--- src/design/debug_pkg.sv ---
// Shared constants for the background debug command interpreter
package debug_pkg;
   // ****************************************************************
   // Debug register map
   // ****************************************************************
   localparam logic [15:0] INSTR_ADDR = 16'hff00;
   localparam logic [15:0] STATUS_ADDR = 16'hff01;
   localparam logic [15:0] SHIFT_ADDR = 16'hff02;
   localparam logic [15:0] ADDRESS_ADDR = 16'hff04;
   localparam logic [15:0] CCR_ADDR = 16'hff06;
   localparam logic [15:0] ROM_FIRST = 16'hff20;
   localparam logic [15:0] ROM_LAST = 16'hffff;
   localparam logic [7:0] INSTR_RESET = 8'h00;
   localparam logic [7:0] STATUS_RESET = 8'h00;
   localparam logic [15:0] WORD_RESET = 16'h0000;
   localparam logic [7:0] CCR_RESET = 8'h00;
   // Status bit positions
   localparam int ST_ENABLE = 7;
   localparam int ST_ACTIVE = 6;
   localparam int ST_TAG = 5;
   localparam int ST_SDV = 4;
   localparam int ST_TRACE = 3;

   // ****************************************************************
   // Opcodes
   // ****************************************************************
   localparam logic [7:0] OP_BACKGROUND = 8'h90;
   localparam logic [7:0] OP_RD_BD_BYTE = 8'he4;
   localparam logic [7:0] OP_RD_BD_WORD = 8'hec;
   localparam logic [7:0] OP_RD_BYTE = 8'he0;
   localparam logic [7:0] OP_RD_WORD = 8'he8;
   localparam logic [7:0] OP_WR_BD_BYTE = 8'hc4;
   localparam logic [7:0] OP_WR_BD_WORD = 8'hcc;
   localparam logic [7:0] OP_WR_BYTE = 8'hc0;
   localparam logic [7:0] OP_WR_WORD = 8'hc8;
   localparam logic [7:0] OP_FW_RD_FIRST = 8'h62;
   localparam logic [7:0] OP_FW_RD_LAST = 8'h67;
   localparam logic [7:0] OP_FW_WR_FIRST = 8'h42;
   localparam logic [7:0] OP_FW_WR_LAST = 8'h47;
   localparam logic [7:0] OP_GO = 8'h08;
   localparam logic [7:0] OP_STEP = 8'h10;
   localparam logic [7:0] OP_TAG_AND_RESUME = 8'h18;

   // ****************************************************************
   // Timing, in E-clock cycles (one sys_clk cycle each)
   // ****************************************************************
   localparam int IDLE_TIMEOUT_CYCLES = 512;
   localparam int STEAL_LIMIT_CYCLES = 128;

   typedef enum logic [3:0] {
      S_IDLE = 4'b0000,
      S_ADDR_HI = 4'b0001,
      S_ADDR_LO = 4'b0010,
      S_DATA_HI = 4'b0011,
      S_DATA_LO = 4'b0100,
      S_ACCESS = 4'b0101,
      S_MEM_WAIT = 4'b0110,
      S_FW_CALL = 4'b0111,
      S_SEND = 4'b1000
   } cmd_state_t;
endpackage

--- src/design/background_debug.sv ---
// Background debug command interpreter: hardware and firmware commands
`timescale 1ns/1ps
module background_debug (
   input wire logic sys_clk,
   input wire logic reset_n,
   input wire logic debug_wire_pin_in,
   input wire logic rx_valid,
   input wire logic [7:0] rx_byte,
   input wire logic tx_ready,
   output logic tx_valid,
   output logic [15:0] tx_word,
   input wire logic cpu_bus_free,
   input wire logic cpu_boundary,
   input wire logic tag_hit,
   input wire logic [7:0] cpu_condition_code_reg,
   output logic cpu_freeze,
   output logic cpu_resume,
   output logic cpu_step,
   output logic mem_req,
   output logic mem_we,
   output logic [1:0] mem_be,
   output logic [15:0] mem_addr,
   output logic [15:0] mem_wdata,
   output logic mem_bd_map,
   input wire logic mem_ack,
   input wire logic [15:0] mem_rdata,
   output logic fw_req,
   output logic fw_write,
   output logic [2:0] fw_reg_sel,
   output logic [15:0] fw_wdata,
   input wire logic fw_done,
   input wire logic [15:0] fw_rdata,
   input wire logic periph_mode,
   input wire logic par_we,
   input wire logic [7:0] par_wdata,
   output logic [7:0] par_rdata,
   output logic background_active
);
   logic [7:0] debug_instruction;
   logic [7:0] debug_status;
   logic [15:0] debug_shift_word;
   logic [15:0] debug_address_word;
   logic [7:0] saved_condition_codes;
   debug_pkg::cmd_state_t state;
   logic cmd_write;
   logic cmd_word;
   logic cmd_bd_map;
   logic cmd_firmware;
   logic bg_pending;
   logic pin_sync;
   logic pin_prev;
   logic host_fall;
   logic idle_expired;
   logic steal_due;
   logic is_internal;
   logic [15:0] internal_word;
   logic [15:0] aligned_addr;
   logic [15:0] access_data;
   logic [1:0] lanes;
   logic in_range_fw;
   logic fw_is_read;
   logic cmd_start;
   logic status_write;
   logic [7:0] status_wdata;
   logic ccr_write;
   logic [7:0] ccr_wdata;
   logic go_cmd;
   logic step_cmd;
   logic tag_cmd;

   // ****************************************************************
   // Host edge watch and idle timeout
   // ****************************************************************
   sync_two_flop #(.WIDTH(1)) pin_sync_inst (
      .sys_clk(sys_clk),
      .reset_n(reset_n),
      .async_in(debug_wire_pin_in),
      .sync_out(pin_sync)
   );

   // Edge is taken from the settled copy only
   always_ff @(posedge sys_clk)
   begin
      if (!reset_n)
         pin_prev <= 1'b1;
      else
         pin_prev <= pin_sync;
   end

   assign host_fall = pin_prev && !pin_sync;

   // Timer restarts on expiry, so the timeout is a single-cycle event
   // and the first byte after a long silence is not swallowed by it
   cycle_limit #(.LIMIT(debug_pkg::IDLE_TIMEOUT_CYCLES)) idle_inst (
      .sys_clk(sys_clk),
      .reset_n(reset_n),
      .clear(host_fall || idle_expired),
      .run(1'b1),
      .reached(idle_expired)
   );

   // Waiting for a free bus cycle; the count starts over per access
   cycle_limit #(.LIMIT(debug_pkg::STEAL_LIMIT_CYCLES)) steal_inst (
      .sys_clk(sys_clk),
      .reset_n(reset_n),
      .clear(state != debug_pkg::S_ACCESS),
      .run(!cpu_bus_free),
      .reached(steal_due)
   );

   // ****************************************************************
   // Command decode and address helpers
   // ****************************************************************
   // Word accesses drop address bit 0 so they are always aligned
   assign aligned_addr = cmd_word ? {debug_address_word[15:1], 1'b0}
                                  : debug_address_word;
   // Lane 1 is the even (high) byte, lane 0 the odd (low) byte
   assign lanes = cmd_word ? 2'b11
                : (debug_address_word[0] ? 2'b01 : 2'b10);
   // Status byte is always reachable so the host can enable background mode;
   // the other debug registers only appear while active
   assign is_internal = cmd_bd_map
      && (debug_address_word[15:3] == debug_pkg::INSTR_ADDR[15:3])
      && (debug_address_word <= debug_pkg::CCR_ADDR)
      && (debug_status[debug_pkg::ST_ACTIVE]
          || debug_address_word == debug_pkg::STATUS_ADDR);
   assign cmd_start = (state == debug_pkg::S_IDLE) && rx_valid;
   assign in_range_fw = (rx_byte >= debug_pkg::OP_FW_RD_FIRST
                         && rx_byte <= debug_pkg::OP_FW_RD_LAST)
                     || (rx_byte >= debug_pkg::OP_FW_WR_FIRST
                         && rx_byte <= debug_pkg::OP_FW_WR_LAST);
   assign fw_is_read = rx_byte[5];
   // Go, step and tag commands need an active background mode; the enable bit is not checked
   assign go_cmd = cmd_start && rx_byte == debug_pkg::OP_GO
                   && background_active;
   assign step_cmd = cmd_start && rx_byte == debug_pkg::OP_STEP
                     && background_active;
   assign tag_cmd = cmd_start && rx_byte == debug_pkg::OP_TAG_AND_RESUME
                    && background_active;

   // Byte data is placed on its lane, the other lane reads zero
   always_comb
   begin
      case (aligned_addr[2:1])
         2'b00: internal_word = {debug_instruction, debug_status};
         2'b01: internal_word = debug_shift_word;
         2'b10: internal_word = debug_address_word;
         default: internal_word = {saved_condition_codes, 8'h00};
      endcase
      access_data = {lanes[1] ? internal_word[15:8] : 8'h00,
                     lanes[0] ? internal_word[7:0] : 8'h00};
   end

   // Mapped writes that land on the status or condition code bytes
   always_comb
   begin
      status_write = 1'b0;
      status_wdata = debug_shift_word[7:0];
      ccr_write = 1'b0;
      ccr_wdata = debug_shift_word[15:8];
      if (state == debug_pkg::S_ACCESS && is_internal && cmd_write)
      begin
         if (aligned_addr[2:1] == 2'b00 && lanes[0])
            status_write = 1'b1;
         if (aligned_addr[2:1] == 2'b11 && lanes[1])
            ccr_write = 1'b1;
      end
   end

   // ****************************************************************
   // Command sequencer
   // ****************************************************************
   // One state walk per command; a host timeout abandons a partial one
   always_ff @(posedge sys_clk)
   begin
      if (!reset_n)
      begin
         state <= debug_pkg::S_IDLE;
         cmd_write <= 1'b0;
         cmd_word <= 1'b0;
         cmd_bd_map <= 1'b0;
         cmd_firmware <= 1'b0;
         debug_address_word <= debug_pkg::WORD_RESET;
         debug_shift_word <= debug_pkg::WORD_RESET;
         mem_req <= 1'b0;
         fw_req <= 1'b0;
         tx_valid <= 1'b0;
         cpu_freeze <= 1'b0;
      end
      else if (idle_expired && state != debug_pkg::S_MEM_WAIT
               && state != debug_pkg::S_IDLE)
      begin
         // Memory handshakes are never cut off midway
         state <= debug_pkg::S_IDLE;
         fw_req <= 1'b0;
         tx_valid <= 1'b0;
         cpu_freeze <= 1'b0;
      end
      else
      begin
         fw_req <= 1'b0;
         case (state)
            debug_pkg::S_IDLE:
            begin
               if (rx_valid)
               begin
                  cmd_write <= !rx_byte[5];
                  cmd_word <= rx_byte[3];
                  cmd_bd_map <= rx_byte[2];
                  cmd_firmware <= !rx_byte[7];
                  fw_reg_sel <= rx_byte[2:0];
                  case (rx_byte)
                     debug_pkg::OP_RD_BD_BYTE, debug_pkg::OP_RD_BD_WORD,
                     debug_pkg::OP_RD_BYTE, debug_pkg::OP_RD_WORD,
                     debug_pkg::OP_WR_BD_BYTE, debug_pkg::OP_WR_BD_WORD,
                     debug_pkg::OP_WR_BYTE, debug_pkg::OP_WR_WORD:
                        state <= debug_pkg::S_ADDR_HI;
                     default:
                     begin
                        if (in_range_fw && background_active)
                           state <= fw_is_read ? debug_pkg::S_FW_CALL
                                    : debug_pkg::S_DATA_HI;
                        else
                           state <= debug_pkg::S_IDLE;
                     end
                  endcase
               end
            end
            debug_pkg::S_ADDR_HI:
               if (rx_valid)
               begin
                  debug_address_word[15:8] <= rx_byte;
                  state <= debug_pkg::S_ADDR_LO;
               end
            debug_pkg::S_ADDR_LO:
               if (rx_valid)
               begin
                  debug_address_word[7:0] <= rx_byte;
                  state <= cmd_write ? debug_pkg::S_DATA_HI
                           : debug_pkg::S_ACCESS;
               end
            debug_pkg::S_DATA_HI:
               if (rx_valid)
               begin
                  debug_shift_word[15:8] <= rx_byte;
                  state <= debug_pkg::S_DATA_LO;
               end
            debug_pkg::S_DATA_LO:
               if (rx_valid)
               begin
                  debug_shift_word[7:0] <= rx_byte;
                  state <= cmd_firmware ? debug_pkg::S_FW_CALL
                           : debug_pkg::S_ACCESS;
               end
            debug_pkg::S_ACCESS:
            begin
               if (is_internal)
               begin
                  // Register bytes answer at once, no CPU bus needed
                  if (!cmd_write)
                  begin
                     debug_shift_word <= access_data;
                     tx_valid <= 1'b1;
                     state <= debug_pkg::S_SEND;
                  end
                  else
                     state <= debug_pkg::S_IDLE;
               end
               else if (cpu_bus_free || steal_due)
               begin
                  mem_req <= 1'b1;
                  mem_we <= cmd_write;
                  mem_be <= lanes;
                  mem_addr <= aligned_addr;
                  mem_bd_map <= cmd_bd_map
                                && background_active;
                  mem_wdata <= debug_shift_word;
                  cpu_freeze <= steal_due;
                  state <= debug_pkg::S_MEM_WAIT;
               end
            end
            debug_pkg::S_MEM_WAIT:
            begin
               if (mem_ack)
               begin
                  mem_req <= 1'b0;
                  cpu_freeze <= 1'b0;
                  if (!cmd_write)
                  begin
                     debug_shift_word <= {
                        mem_be[1] ? mem_rdata[15:8] : 8'h00,
                        mem_be[0] ? mem_rdata[7:0] : 8'h00};
                     tx_valid <= 1'b1;
                     state <= debug_pkg::S_SEND;
                  end
                  else
                     state <= debug_pkg::S_IDLE;
               end
               else
                  cpu_freeze <= 1'b1;
            end
            debug_pkg::S_FW_CALL:
            begin
               fw_req <= !fw_req && !fw_done;
               fw_write <= cmd_write;
               fw_wdata <= debug_shift_word;
               if (fw_done)
               begin
                  if (!cmd_write)
                  begin
                     debug_shift_word <= fw_rdata;
                     tx_valid <= 1'b1;
                     state <= debug_pkg::S_SEND;
                  end
                  else
                     state <= debug_pkg::S_IDLE;
               end
            end
            debug_pkg::S_SEND:
               if (tx_ready)
               begin
                  tx_valid <= 1'b0;
                  state <= debug_pkg::S_IDLE;
               end
            default:
               state <= debug_pkg::S_IDLE;
         endcase
      end
   end

   // Data output follows the shift word one cycle late, so it settles a cycle after tx_valid rises
   always_ff @(posedge sys_clk)
   begin
      if (!reset_n)
         tx_word <= debug_pkg::WORD_RESET;
      else
         tx_word <= debug_shift_word;
   end

   // ****************************************************************
   // Instruction register
   // ****************************************************************
   // A fresh opcode wins over the timeout and the parallel port
   always_ff @(posedge sys_clk)
   begin
      if (!reset_n)
         debug_instruction <= debug_pkg::INSTR_RESET;
      else if (cmd_start)
         debug_instruction <= rx_byte;
      else if (idle_expired)
         debug_instruction <= debug_pkg::INSTR_RESET;
      else if (periph_mode && par_we)
         debug_instruction <= par_wdata;
   end

   always_ff @(posedge sys_clk)
   begin
      if (!reset_n)
         par_rdata <= debug_pkg::INSTR_RESET;
      else
         par_rdata <= periph_mode ? debug_instruction : 8'h00;
   end

   // ****************************************************************
   // Status, mode entry and exit
   // ****************************************************************
   // Hardware events are applied after a host write so they win
   always_ff @(posedge sys_clk)
   begin
      if (!reset_n)
      begin
         debug_status <= debug_pkg::STATUS_RESET;
         bg_pending <= 1'b0;
         cpu_resume <= 1'b0;
         cpu_step <= 1'b0;
      end
      else
      begin
         cpu_resume <= go_cmd || tag_cmd;
         cpu_step <= step_cmd;
         if (status_write)
            debug_status[debug_pkg::ST_ENABLE]
               <= status_wdata[debug_pkg::ST_ENABLE];
         if (cmd_start && rx_byte == debug_pkg::OP_BACKGROUND)
            // Dropped while active so a later resume does not re-enter
            bg_pending <= debug_status[debug_pkg::ST_ENABLE]
                          && !debug_status[debug_pkg::ST_ACTIVE];
         if (go_cmd || step_cmd || tag_cmd)
            debug_status[debug_pkg::ST_ACTIVE] <= 1'b0;
         if (step_cmd)
            debug_status[debug_pkg::ST_TRACE] <= 1'b1;
         if (tag_cmd)
            debug_status[debug_pkg::ST_TAG] <= 1'b1;
         if (state == debug_pkg::S_FW_CALL && fw_done && !cmd_write)
            debug_status[debug_pkg::ST_SDV] <= 1'b1;
         else if (state == debug_pkg::S_SEND && tx_ready)
            debug_status[debug_pkg::ST_SDV] <= 1'b0;
         // Entry needs the enable bit; otherwise the CPU carries on
         if (debug_status[debug_pkg::ST_ENABLE]
             && !debug_status[debug_pkg::ST_ACTIVE]
             && ((cpu_boundary && (bg_pending
                  || debug_status[debug_pkg::ST_TRACE]))
                 || (tag_hit && debug_status[debug_pkg::ST_TAG])))
         begin
            debug_status[debug_pkg::ST_ACTIVE] <= 1'b1;
            debug_status[debug_pkg::ST_TAG] <= 1'b0;
            debug_status[debug_pkg::ST_TRACE] <= 1'b0;
            bg_pending <= 1'b0;
         end
      end
   end

   // Condition codes are captured on entry unless the host writes them
   always_ff @(posedge sys_clk)
   begin
      if (!reset_n)
         saved_condition_codes <= debug_pkg::CCR_RESET;
      else if (ccr_write)
         saved_condition_codes <= ccr_wdata;
      else if (!background_active && debug_status[debug_pkg::ST_ACTIVE])
         saved_condition_codes <= cpu_condition_code_reg;
   end

   always_ff @(posedge sys_clk)
   begin
      if (!reset_n)
         background_active <= 1'b0;
      else
         background_active <= debug_status[debug_pkg::ST_ACTIVE];
   end
endmodule

--- src/design/sync_two_flop.sv ---
// Two flip-flop synchroniser for signals arriving from outside sys_clk
`timescale 1ns/1ps
module sync_two_flop #(
   parameter int WIDTH = 1
) (
   input wire logic sys_clk,
   input wire logic reset_n,
   input wire logic [WIDTH-1:0] async_in,
   output logic [WIDTH-1:0] sync_out
);
   logic [WIDTH-1:0] first_stage;

   // First stage feeds only the second stage
   always_ff @(posedge sys_clk)
   begin
      if (!reset_n)
      begin
         first_stage <= '1;
         sync_out <= '1;
      end
      else
      begin
         first_stage <= async_in;
         sync_out <= first_stage;
      end
   end
endmodule

--- src/design/cycle_limit.sv ---
// Saturating cycle counter that flags when a limit is reached
`timescale 1ns/1ps
module cycle_limit #(
   parameter int LIMIT = 128,
   parameter int WIDTH = $clog2(LIMIT + 1)
) (
   input wire logic sys_clk,
   input wire logic reset_n,
   input wire logic clear,
   input wire logic run,
   output logic reached
);
   localparam logic [WIDTH-1:0] LAST = WIDTH'(LIMIT);
   logic [WIDTH-1:0] count;

   // Clear has priority so a fresh event always restarts the span
   always_ff @(posedge sys_clk)
   begin
      if (!reset_n)
         count <= '0;
      else if (clear)
         count <= '0;
      else if (run && count != LAST)
         count <= count + WIDTH'(1);
   end

   assign reached = (count == LAST);
endmodule

--- config.mk ---
export PLATFORM = sky130hd
export DESIGN_NAME = background_debug
export DESIGN_NICKNAME = d
export VERILOG_FILES = /design/src/design/debug_pkg.sv /design/src/design/background_debug.sv /design/src/design/sync_two_flop.sv /design/src/design/cycle_limit.sv
export SDC_FILE = /design/constraint.sdc
export NUM_CORES = 1
export LEC_CHECK = 0
export BUFFER_PORTS_ARGS = -buffer_cell sky130_fd_sc_hd__buf_2
export CORE_AREA = 2 2 122 124
export DETAILED_ROUTE_END_ITERATION = 10
export DIE_AREA = 0 0 124 126
export PLACE_DENSITY = 0.73
export SETUP_SLACK_MARGIN = 0.5
export SLEW_MARGIN = 20
export SYNTH_ARGS = -nofsm -noshare
export SYNTH_HDL_FRONTEND = slang
export SYNTH_SLANG_ARGS = --single-unit
--- constraint.sdc ---
create_clock -name sys_clk -period 4.6 [get_ports sys_clk]
set_input_delay 0.92 -clock sys_clk [delete_from_list [all_inputs] [get_ports sys_clk]]
set_output_delay 0.92 -clock sys_clk [all_outputs]
set_load 0.05 [all_outputs]
Yosys cells after proc, flatten, opt, wreduce, memory -nomap -nowiden
Cells that the tools add are included.
{ "word_totals": {"elab_cells": 241, "ram_bits": 0, "romBits": 0, "latchBits": 0, "memories": 0, "regBits": 170, "out_inout_bits": 87} }
{ "op_classes": {"order_cmp": 5, "n_addsub": 2, "div": 0, "mux": 61, "reduce_logical": 81, "n_bitwise": 4, "n_eq_ne": 48, "mul": 0, "n_shift": 0} }
{ "ops": {"columns": ["op", "count"], "rows": [
  ["2-to-1 mux 16 bit", 6],
  ["equality test 8 bit (second input constant)", 10],
  ["2-to-1 mux 8 bit", 10],
  ["case mux 8 bit (4 select lines)", 2],
  ["case mux 16 bit (3 select lines)", 1],
  ["2-to-1 mux 4 bit", 11],
  ["case mux 4 bit (9 select lines)", 1],
  ["logical AND 1 bit", 33],
  ["inequality test 2 bit (second input constant)", 13],
  ["AND reduction 10 bit", 2],
  ["2-to-1 mux 1 bit", 19],
  ["equality test 16 bit (second input constant)", 1],
  ["equality test 4 x 3 -> 1 bit (second input constant)", 4],
  ["equality test 8 x 5 -> 1 bit (second input constant)", 2],
  [">= comparator 8 x 7 -> 1 bit (second input constant)", 2],
  ["less-or-equal comparator 16 bit (second input constant)", 1],
  ["less-or-equal comparator 8 x 7 -> 1 bit (second input constant)", 2],
  ["nonzero test 4 bit", 4],
  ["AND reduction 3 bit", 5],
  ["AND reduction 5 bit", 3],
  ["equality test 13 bit (second input constant)", 1],
  ["2-to-1 mux 3 bit", 4],
  ["adder 10 x 1 -> 10 bit (second input constant)", 1],
  ["equality test 10 bit (second input constant)", 1],
  ["29 further kinds", 62]
]} }

Logic depth before layout (Yosys ltp)
Gate-level depths: netlist (run 1).
{ "logic_depth": {"word_depth": 8, "mapped_depth": 10, "depth_no_buf": 7} }

By module
From an unflattened synthesis (run 1), not the netlist that was laid out.
{ "hier_totals": {"cells_unflattened": 725, "hier_area_um2": 7379.6} }
{ "by_module_without_submodules": {"columns": ["module", "n_inst", "cells_per_inst", "area_per_inst_um2", "seq_area_each_um2"], "rows": [
  ["background_debug", 1, 611, 6399.9, 3563.4],
  ["cycle_limit (idle_inst)", 1, 62, 523.0, 200.2],
  ["cycle_limit (steal_inst)", 1, 48, 404.1, 160.2],
  ["sync_two_flop", 1, 4, 52.6, 40.0]
]} }

Worst setup path after synthesis (run 1)
OpenSTA, ideal clock, no wires.
{ "synth_timing": {"path_type": "input port to flip-flop", "startpoint": "input port reset_n", "endpoint": "register mem_addr[0] (enable)", "arrival_time_ns": 3.901, "n_path_buf": 1, "required_time_ns": 4.126, "setup_slack_ns": 0.225, "cell_stages": 3, "cell_sequence": "clkbuf_1 -> nand2_1 -> nor3_1"} }
{ "synth_via": {"elab_chain_cells": 1} }
{ "synth_lines": {"columns": ["item", "line_no", "text"], "rows": [
  ["start, declared", "background_debug.sv:5", "input wire logic reset_n,"],
  ["AND reduction 5 bit (no source line)", null, null],
  ["end signal, assigned", "background_debug.sv:274", "mem_addr <= aligned_addr;"],
  ["end, declared", "background_debug.sv:22", "output logic [15:0] mem_addr,"]
]} }
Every way passes these cells.
A chain may end at the register's enable or synchronous reset.

Worst setup path in the final report (run 1)
{ "layout_timing": {"startpoint": "register debug_address_word[2]", "endpoint": "register mem_addr[4] (enable)"} }
{ "layout_via": {"elab_chain_cells": 5, "word_cells_on_any_way": 7, "cone_classes": "1 x order compare; 1 x eq/ne; 1 x bitwise; 4 x reduce/logical"} }
{ "layout_lines": {"columns": ["item", "line_no", "text"], "rows": [
  ["start, declared", "background_debug.sv:42", "logic [15:0] debug_address_word;"],
  ["start signal, assigned", "background_debug.sv:183", "debug_address_word <= debug_pkg::WORD_RESET;"],
  ["start signal, assigned", "background_debug.sv:238", "debug_address_word[7:0] <= rx_byte;"],
  ["less-or-equal comparator 16 bit / equality test 16 bit (equally long branches)", "background_debug.sv:124, background_debug.sv:126", null],
  ["logical AND 1 bit / logical OR 1 bit (equally long branches)", "background_debug.sv:124, background_debug.sv:126", null],
  ["logical AND 1 bit *", "background_debug.sv:125", "&& (debug_status[debug_pkg::ST_ACTIVE]"],
  ["NOT 1 bit (no source line) *", null, null],
  ["AND reduction 5 bit (no source line) *", null, null]
]} }
Every way passes the cells marked *; elsewhere a longest branch is shown, timed or not.

==> results by group, run 1 <==
Global route
  • Pin count of the biggest net entering global routing: 49
  • Gr usage total: 23.60%
  • GR Overflow Total: 0
  • Vias in the first global route: 5,306
  • Initial antenna violation count: 0
  • First-pass GRT wire length: 27,810 µm

Placed design
  • Worst slack at placement: 1.696 ns
  • Post-DP HPWL: 13,180 µm
  • Routability cong.: 0.8930
  • PortBufs: 154

Timing
  • Setup WS post-layout: 1.712 ns
  • Setup TNS: 0 ns
  • Unrepaired setup endpoints after global routing: no
  • Slew margin rel.: 29.25%
  • Min Tclk post-route: 2.888 ns
  • Worst slew pin tran: 1.059 ns
  • Final Hold Vio Count: 0
  • Tcrit/Tclk final: 62.78%
  • Max Slew Vio Count: 0
  • Skew final: 0.007142 ns
  • Fmax achieved: 0.3463 GHz
  • # setup viols final: 0

Synthesis
  • Synthesized area: 6825 µm²
  • Yosys reg bits: 170
  • Synthesized Nets: 705
  • Cell variety after synth: 60
  • Syn. warnings: 0
  • Ys async rst share: 0%
  • Post-Syn Area per Cell: 10.78 µm²
  • Top FF cell, synth: dfxtp_1
  • Synth Instances: 633
  • Part of the Yosys area used for sequential elements: 58.08%
  • EDFF count, synth: 56

Power and ir drop
  • Seq pwr share: 50.9%
  • Max VDD drop: 0.0002463 V
  • P_int: 0.002425 W
  • Switching Share: 21.16%
  • Net switching power: 0.0006508 W
  • Power Density: 371.5 nW/µm²
  • Static leakage: 3.392 nW
  • Power share of the combinational group: 4.6%
  • Clock Power Share: 44.5%

Clocking
  • Hold buffers post-CTS: 0
  • Number of cells upsized or downsized after cts: 0
  • CTS root buf: clkbuf_16
  • Sink Count: 170
  • Clk_lat worst skew: 0.42 ns
  • Clock tree buffer depth: 2
  • H-tree Lvls: 4
  • CTS tree: yes
  • Post-CTS setup buffers: 0
  • Clk pin slew, worst setup/hold paths: 0.06 ns
  • Total CTS buffers: 17

Cells and area
  • Filler Cell Count: 1,245
  • Share of cells above drive strength 1: 25.16%
  • Final nets: 846
  • Ant diodes: 0
  • Commonest non-fill, non-tap cell in the layout: buf_2
  • Area growth syn-to-layout: 21.30%
  • Most frequent cells in the layout: 154 x buf_2, 114 x dfxtp_1, 87 x nor2_1

Worst setup path
  • CP Max Fanout: 28
  • Worst setup EP type: flip-flop
  • Critical R2R Launch: debug_address_word[2]$_SDFFE_PN0P_
  • Reg-to-reg slack, setup: 1.71 ns
  • Reg-to-reg endpoint: mem_addr[4]$_DFFE_PP_
  • Worst setup SP type: flip-flop
  • WP data required: 4.68 ns
  • Critical Path AT: 2.97 ns
  • Crit Path Class: reg -> reg
  • Register-to-Register Path Depth: 5

Job
  • Max_cap viols: 0

Routing
  • Wire per inst: 18.86 µm
  • DR vias: 5,538
  • Pre-Repair DR Iteration Count: 5
  • Detail-routed via count per cell: 5.703
  • Total routed wirelength: 18,310 µm
  • Residual antenna-violating net count after detailed routing: 0
  • 1st-iter DRT viols: 621
  • Final routed DRC violation total: 0

Floorplan
  • Top Ports: 155
  • DIE AREA: 15,620 µm²
  • Row cnt: 44
  • Core footprint: 14,310 µm²
  • Chip width: 124 µm
  • Die H: 126 µm
  • Starting Density: 47.68%

Worst hold path
  • WHS Path Cells: 1
  • Min-delay src: pin_sync_inst.first_stage$_SDFF_PN1_
  • Worst min path class: reg -> reg
  • Hold path endpoint: pin_sync_inst.sync_out$_SDFF_PN1_

Outcome
  • Status: complete, no violations
-- Yosys cell counts (all sizes together), types with 4 or more instances --
cell      n  area share (%)
nand2b    4            0.37
o21ai    12            0.93
nand2    38             2.1
nor2b     6            0.55
nand4     8            0.73
and2     22             2.0
ha        4            0.73
nor2     88             4.9
inv      14            0.77
a222oi   17             2.5
a21oi    35             2.6
nand3    11            0.81
o211a    13             1.9
edfxtp   56              25
mux2i    42             6.2
xor2     12             1.5
clkbuf   28             1.5
and3     16             1.5
or3       4            0.37
buf      10            0.92
o211ai   10             1.1
nor3     17             1.3
a211oi   11             1.2
dfxtp   114              33
-- state kept, by name (all words and copies together), names as in the netlist, 5 cells and up --
signal	flops
fw_wdata	16
tx_word	16
debug_instruction	8
debug_status	5
steal_inst.count	8
mem_addr	16
saved_condition_codes	8
mem_wdata	16
debug_address_word	16
debug_shift_word	16
idle_inst.count	10
par_rdata	8
-- worst max-delay path by stage --
| stage | startpoint | endpoint | cells past startpoint |
|---|---|---|---|
| 3_5_place_dp | rx_valid | debug_status[6]$_SDFFE_PN0P_ | 7 |
| 4_1_cts | debug_address_word[2]$_SDFFE_PN0P_ | mem_addr[3]$_DFFE_PP_ | 5 |
| 5_1_grt | state[2]$_SDFFE_PP0P_ | mem_addr[3]$_DFFE_PP_ | 6 |
| 3_3_place_gp | rx_valid | debug_status[6]$_SDFFE_PN0P_ | 7 |
| 6_report | debug_address_word[2]$_SDFFE_PN0P_ | mem_addr[4]$_DFFE_PP_ | 5 |
| 2_1_floorplan | reset_n | mem_addr[0]$_SDFFCE_PP0P_ | 3 |
-- routing by layer --
layer	GRT usage, %	vias up	share of wire (%)
li1	-	2594	-
met4	10.18	0	3.0
met3	5.933	44	7.0
met5	0	-	0
met2	38.82	234	49
met1	29.30	2666	41
-- worst max-delay path: stages (launching register included) --
cell and delay (ns):
dfxtp_1 0.91, nor3b_2 0.12, o2111ai_2 0.32, o31ai_4 0.20, nor3_4 0.52, buf_4 0.46
-- final cells by class --
type,instances,area [µm²],area share [%]
repair buffers,160,815.8,9.853
multi-input cells,410,2649,31.99
clock inverters,9,96.34,1.164
inverters,15,56.30,0.6801
flip-flops and latches,170,3964,47.88
well taps,184,230.2,2.781
clock buffers,23,467.9,5.652
-- kinds of logic (layout without fill, tap and decap cells) --
kind of cell    Yosys count  after routing  share of synthesized area, %
compound gates          116            116                         12.81
xor+xnor                 15             15                         1.925
fa+ha+maj                 4              4                        0.7333
buf+inv                  53            207                         3.281
flops                   170            170                         58.08
mux                      42             42                         6.159
simple gates            233            233                         17.01
-- stage by stage --
step / total power, W / cells / hold WS, ns / utilization [%] / area, µm²
after floorplan: 0.001664 / 633 / 0.3863 / - / 6830
after global placement: 0.001733 / 939 / 0.3885 / 53.90 / 7715
after detailed placement: 0.001737 / 939 / 0.3977 / 53.90 / 7715
after CTS: 0.003094 / 971 / 0.4121 / 57.84 / 8279
after global routing: 0.003172 / 971 / 0.4307 / 57.84 / 8279
final: 0.003076 / 971 / 0.4058 / 57.84 / 8279
-- power groups by stage --
stage / clock network (W) / logic (W) / registers [W]
after global routing: 0.00146 / 0.000149 / 0.00157
after global placement: 0 / 0.000135 / 0.00160
final: 0.00137 / 0.000140 / 0.00157
after detailed placement: 0 / 0.000138 / 0.00160
after CTS: 0.00139 / 0.000138 / 0.00157
after floorplan: 0 / 0.0000602 / 0.00160
(Power assumes the default switching activity.)
==> inputs of run 2 (changes only) <==
Clock period 4.6 ns to 2.6 ns, I/O delays scaled along.
==> run 2 against run 1 <==
Sequential share of layout area down 1.7 points; flip-flop and latch count unchanged; highest routed layer unchanged; cell count up 2.6%; utilization up 2.3 points; critical path type unchanged; clock skew up 0.00050 ns; wire length up 3.0%; setup slack worse by 1.2 ns.
==> results by group, run 2 (synthesis results as in run 1) <==
Outcome
  • Status: complete, no violations

Routing
  • DR vias: 5,630 (+1.7%)
  • Wire per inst: 18.95 µm (+0.46%)
  • 1st-iter DRT viols: 570 (-8.2%)
  • Residual antenna-violating net count after detailed routing: 0 (unchanged)
  • Final routed DRC violation total: 0 (unchanged)
  • Total routed wirelength: 18,870 µm (+3.0%)
  • Detail-routed via count per cell: 5.653 (-0.89%)
  • Pre-Repair DR Iteration Count: 7 (+2)

Timing
  • Worst slew pin tran: 0.4092 ns (-0.6499 ns)
  • Skew final: 0.007646 ns (+0.0005033 ns)
  • Minimum hold slack: 0.2684 ns (-0.1374 ns)
  • Setup TNS: 0 ns (unchanged)
  • # setup viols final: 0 (unchanged)
  • Min Tclk post-route: 2.059 ns (-0.8290 ns)
  • Unrepaired setup endpoints after global routing: yes
  • Max Slew Vio Count: 0 (unchanged)
  • Slew margin rel.: 72.72% (+43 points)
  • Tcrit/Tclk final: 79.18% (+16 points)
  • Fmax achieved: 0.4857 GHz (+40%)
  • Final Hold Vio Count: 0 (unchanged)

Worst setup path
  • Worst setup SP type: flip-flop
  • WP data required: 2.72 ns (-1.96 ns)
  • Crit Path Class: reg -> reg
  • Reg-to-reg endpoint: mem_wdata[14]$_DFFE_PP_
  • Critical R2R Launch: state[2]$_SDFFE_PP0P_
  • Register-to-Register Path Depth: 6 (+1)
  • Critical Path AT: 2.17 ns (-0.80 ns)
  • Worst setup EP type: flip-flop
  • Reg-to-reg slack, setup: 0.54 ns (-1.17 ns)
  • Crit path launch: state[2]$_SDFFE_PP0P_
  • CP Max Fanout: 36 (+29%)
  • CP endpoint: mem_wdata[14]$_DFFE_PP_

Job
  • Max_cap viols: 0 (unchanged)

Global route
  • Pin count of the biggest net entering global routing: 37 (-24%)
  • Vias in the first global route: 5,448 (+2.7%)
  • First-pass GRT wire length: 28,590 µm (+2.8%)
  • Gr usage total: 24.28% (+0.68 points)
  • GR Overflow Total: 0 (unchanged)
  • Initial antenna violation count: 0 (unchanged)

Clocking
  • Sink Count: 170 (unchanged)
  • Clk_lat worst skew: 0.43 ns (about the same)
  • Clk pin slew, worst setup/hold paths: 0.06 ns (about the same)
  • Clock tree buffer depth: 2 (unchanged)
  • Hold buffers post-CTS: 0 (unchanged)
  • H-tree Lvls: 4 (unchanged)
  • CTS root buf: clkbuf_16
  • CTS tree: yes
  • Total CTS buffers: 17 (unchanged)

Floorplan
  • DIE AREA: 15,620 µm² (unchanged)
  • Row cnt: 44 (unchanged)
  • Starting Density: 47.68% (unchanged)
  • Core footprint: 14,310 µm² (unchanged)
  • Top Ports: 155 (unchanged)
  • Chip width: 124 µm (unchanged)
  • Die H: 126 µm (unchanged)

Power and ir drop
  • Static leakage: 3.548 nW (+4.6%)
  • Power Density: 646.3 nW/µm² (+74%)
  • Max VDD drop: 0.0004250 V (+73%)

Cells and area
  • Share of cells above drive strength 1: 30.79% (+5.6 points)
  • Most frequent cells in the layout: 154 x buf_2, 104 x dfxtp_1, 87 x nor2_1
  • Final nets: 871 (+3.0%)
  • Design area: 8605 µm² (+3.9%)
  • Area growth syn-to-layout: 26.07%
  • Filler Cell Count: 1,227 (-1.4%)
  • Ant diodes: 0 (unchanged)
  • Commonest non-fill, non-tap cell in the layout: buf_2

Worst hold path
  • Worst min path class: in -> reg

Placed design
  • Routability cong.: 0.9174 (+2.7%)
  • Post-DP HPWL: 13,630 µm (+3.5%)
  • Post-DP Area: 7861 µm² (+1.9%)
  • PortBufs: 154 (unchanged)
## run 2: changes by cell type in the layout (fill, tap and decap cells not counted), sizes merged
| cell | delta |
|---|---|
| inv | +4 |
| clkbuf | -3 |
| buf | +25 |
| clkinv | -1 |
## run 2: cell type report
class                   count  area, µm²  share of cell area [%]
clock buffers              20      456.7                   5.308
clock inverters            12      136.4                   1.585
inverters                  15      56.30                  0.6544
multi-input cells         410       2720                   31.61
flip-flops and latches    170       3976                   46.21
well taps                 184      230.2                   2.676
repair buffers            185       1028                   11.95
## run 2: through the flow
step	std cells	worst slack (ns)	utilization (%)	power, W
final	996	0.5413	60.11	0.005561
after global routing	996	0.4837	60.11	0.005724
after CTS	991	0.4326	59.34	0.005582
after detailed placement	956	0.2398	54.92	0.003076
after global placement	956	0.3758	54.92	0.003072
after floorplan	633	0.1935	-	0.002946
## run 2: worst max-delay path, cell delays in order (launching register included)
cell and delay (ns):
dfxtp_2 0.41, buf_4 0.19, and4bb_2 0.37, o31ai_4 0.13, buf_4 0.16, nor3_4 0.19, buf_12 0.25
## run 2: where the power goes
group	total, W	leakage (nW)	switching, W	internal, W
logic	0.000258	1.91	0.000163	0.0000944
registers	0.00277	1.34	0.0000175	0.00275
clock network	0.00254	0.292	0.00106	0.00148
## run 2: how the worst min path moves through the flow
stage | end | depth (start not counted) | slack (ns) | startpoint
after floorplan | pin_sync_inst.sync_out$_SDFF_PN1_ | 1 | 0.39 | pin_sync_inst.first_stage$_SDFF_PN1_
after global placement | pin_sync_inst.sync_out$_SDFF_PN1_ | 1 | 0.39 | pin_sync_inst.first_stage$_SDFF_PN1_
after detailed placement | pin_sync_inst.sync_out$_SDFF_PN1_ | 1 | 0.39 | pin_sync_inst.first_stage$_SDFF_PN1_
after CTS | pin_sync_inst.first_stage$_SDFF_PN1_ | 2 | 0.27 | debug_wire_pin_in
after global routing | pin_sync_inst.first_stage$_SDFF_PN1_ | 2 | 0.28 | debug_wire_pin_in
final | pin_sync_inst.first_stage$_SDFF_PN1_ | 2 | 0.27 | debug_wire_pin_in
## run 2: timing repair
item                                    CTS  global route
gates resized for setup                   6            19
buffers inserted                          3             5
endpoints found under the setup margin   25            90
pin swaps                                 5             5
## run 2: metal layers
layer / up-vias / part of all wire (%) / GRT usage, %
met3: 37 / 7.9 / 5.118
met2: 280 / 50 / 40.21
met5: - / 0 / 0
met1: 2681 / 40 / 30.89
met4: 0 / 2.9 / 9.650
li1: 2632 / - / -
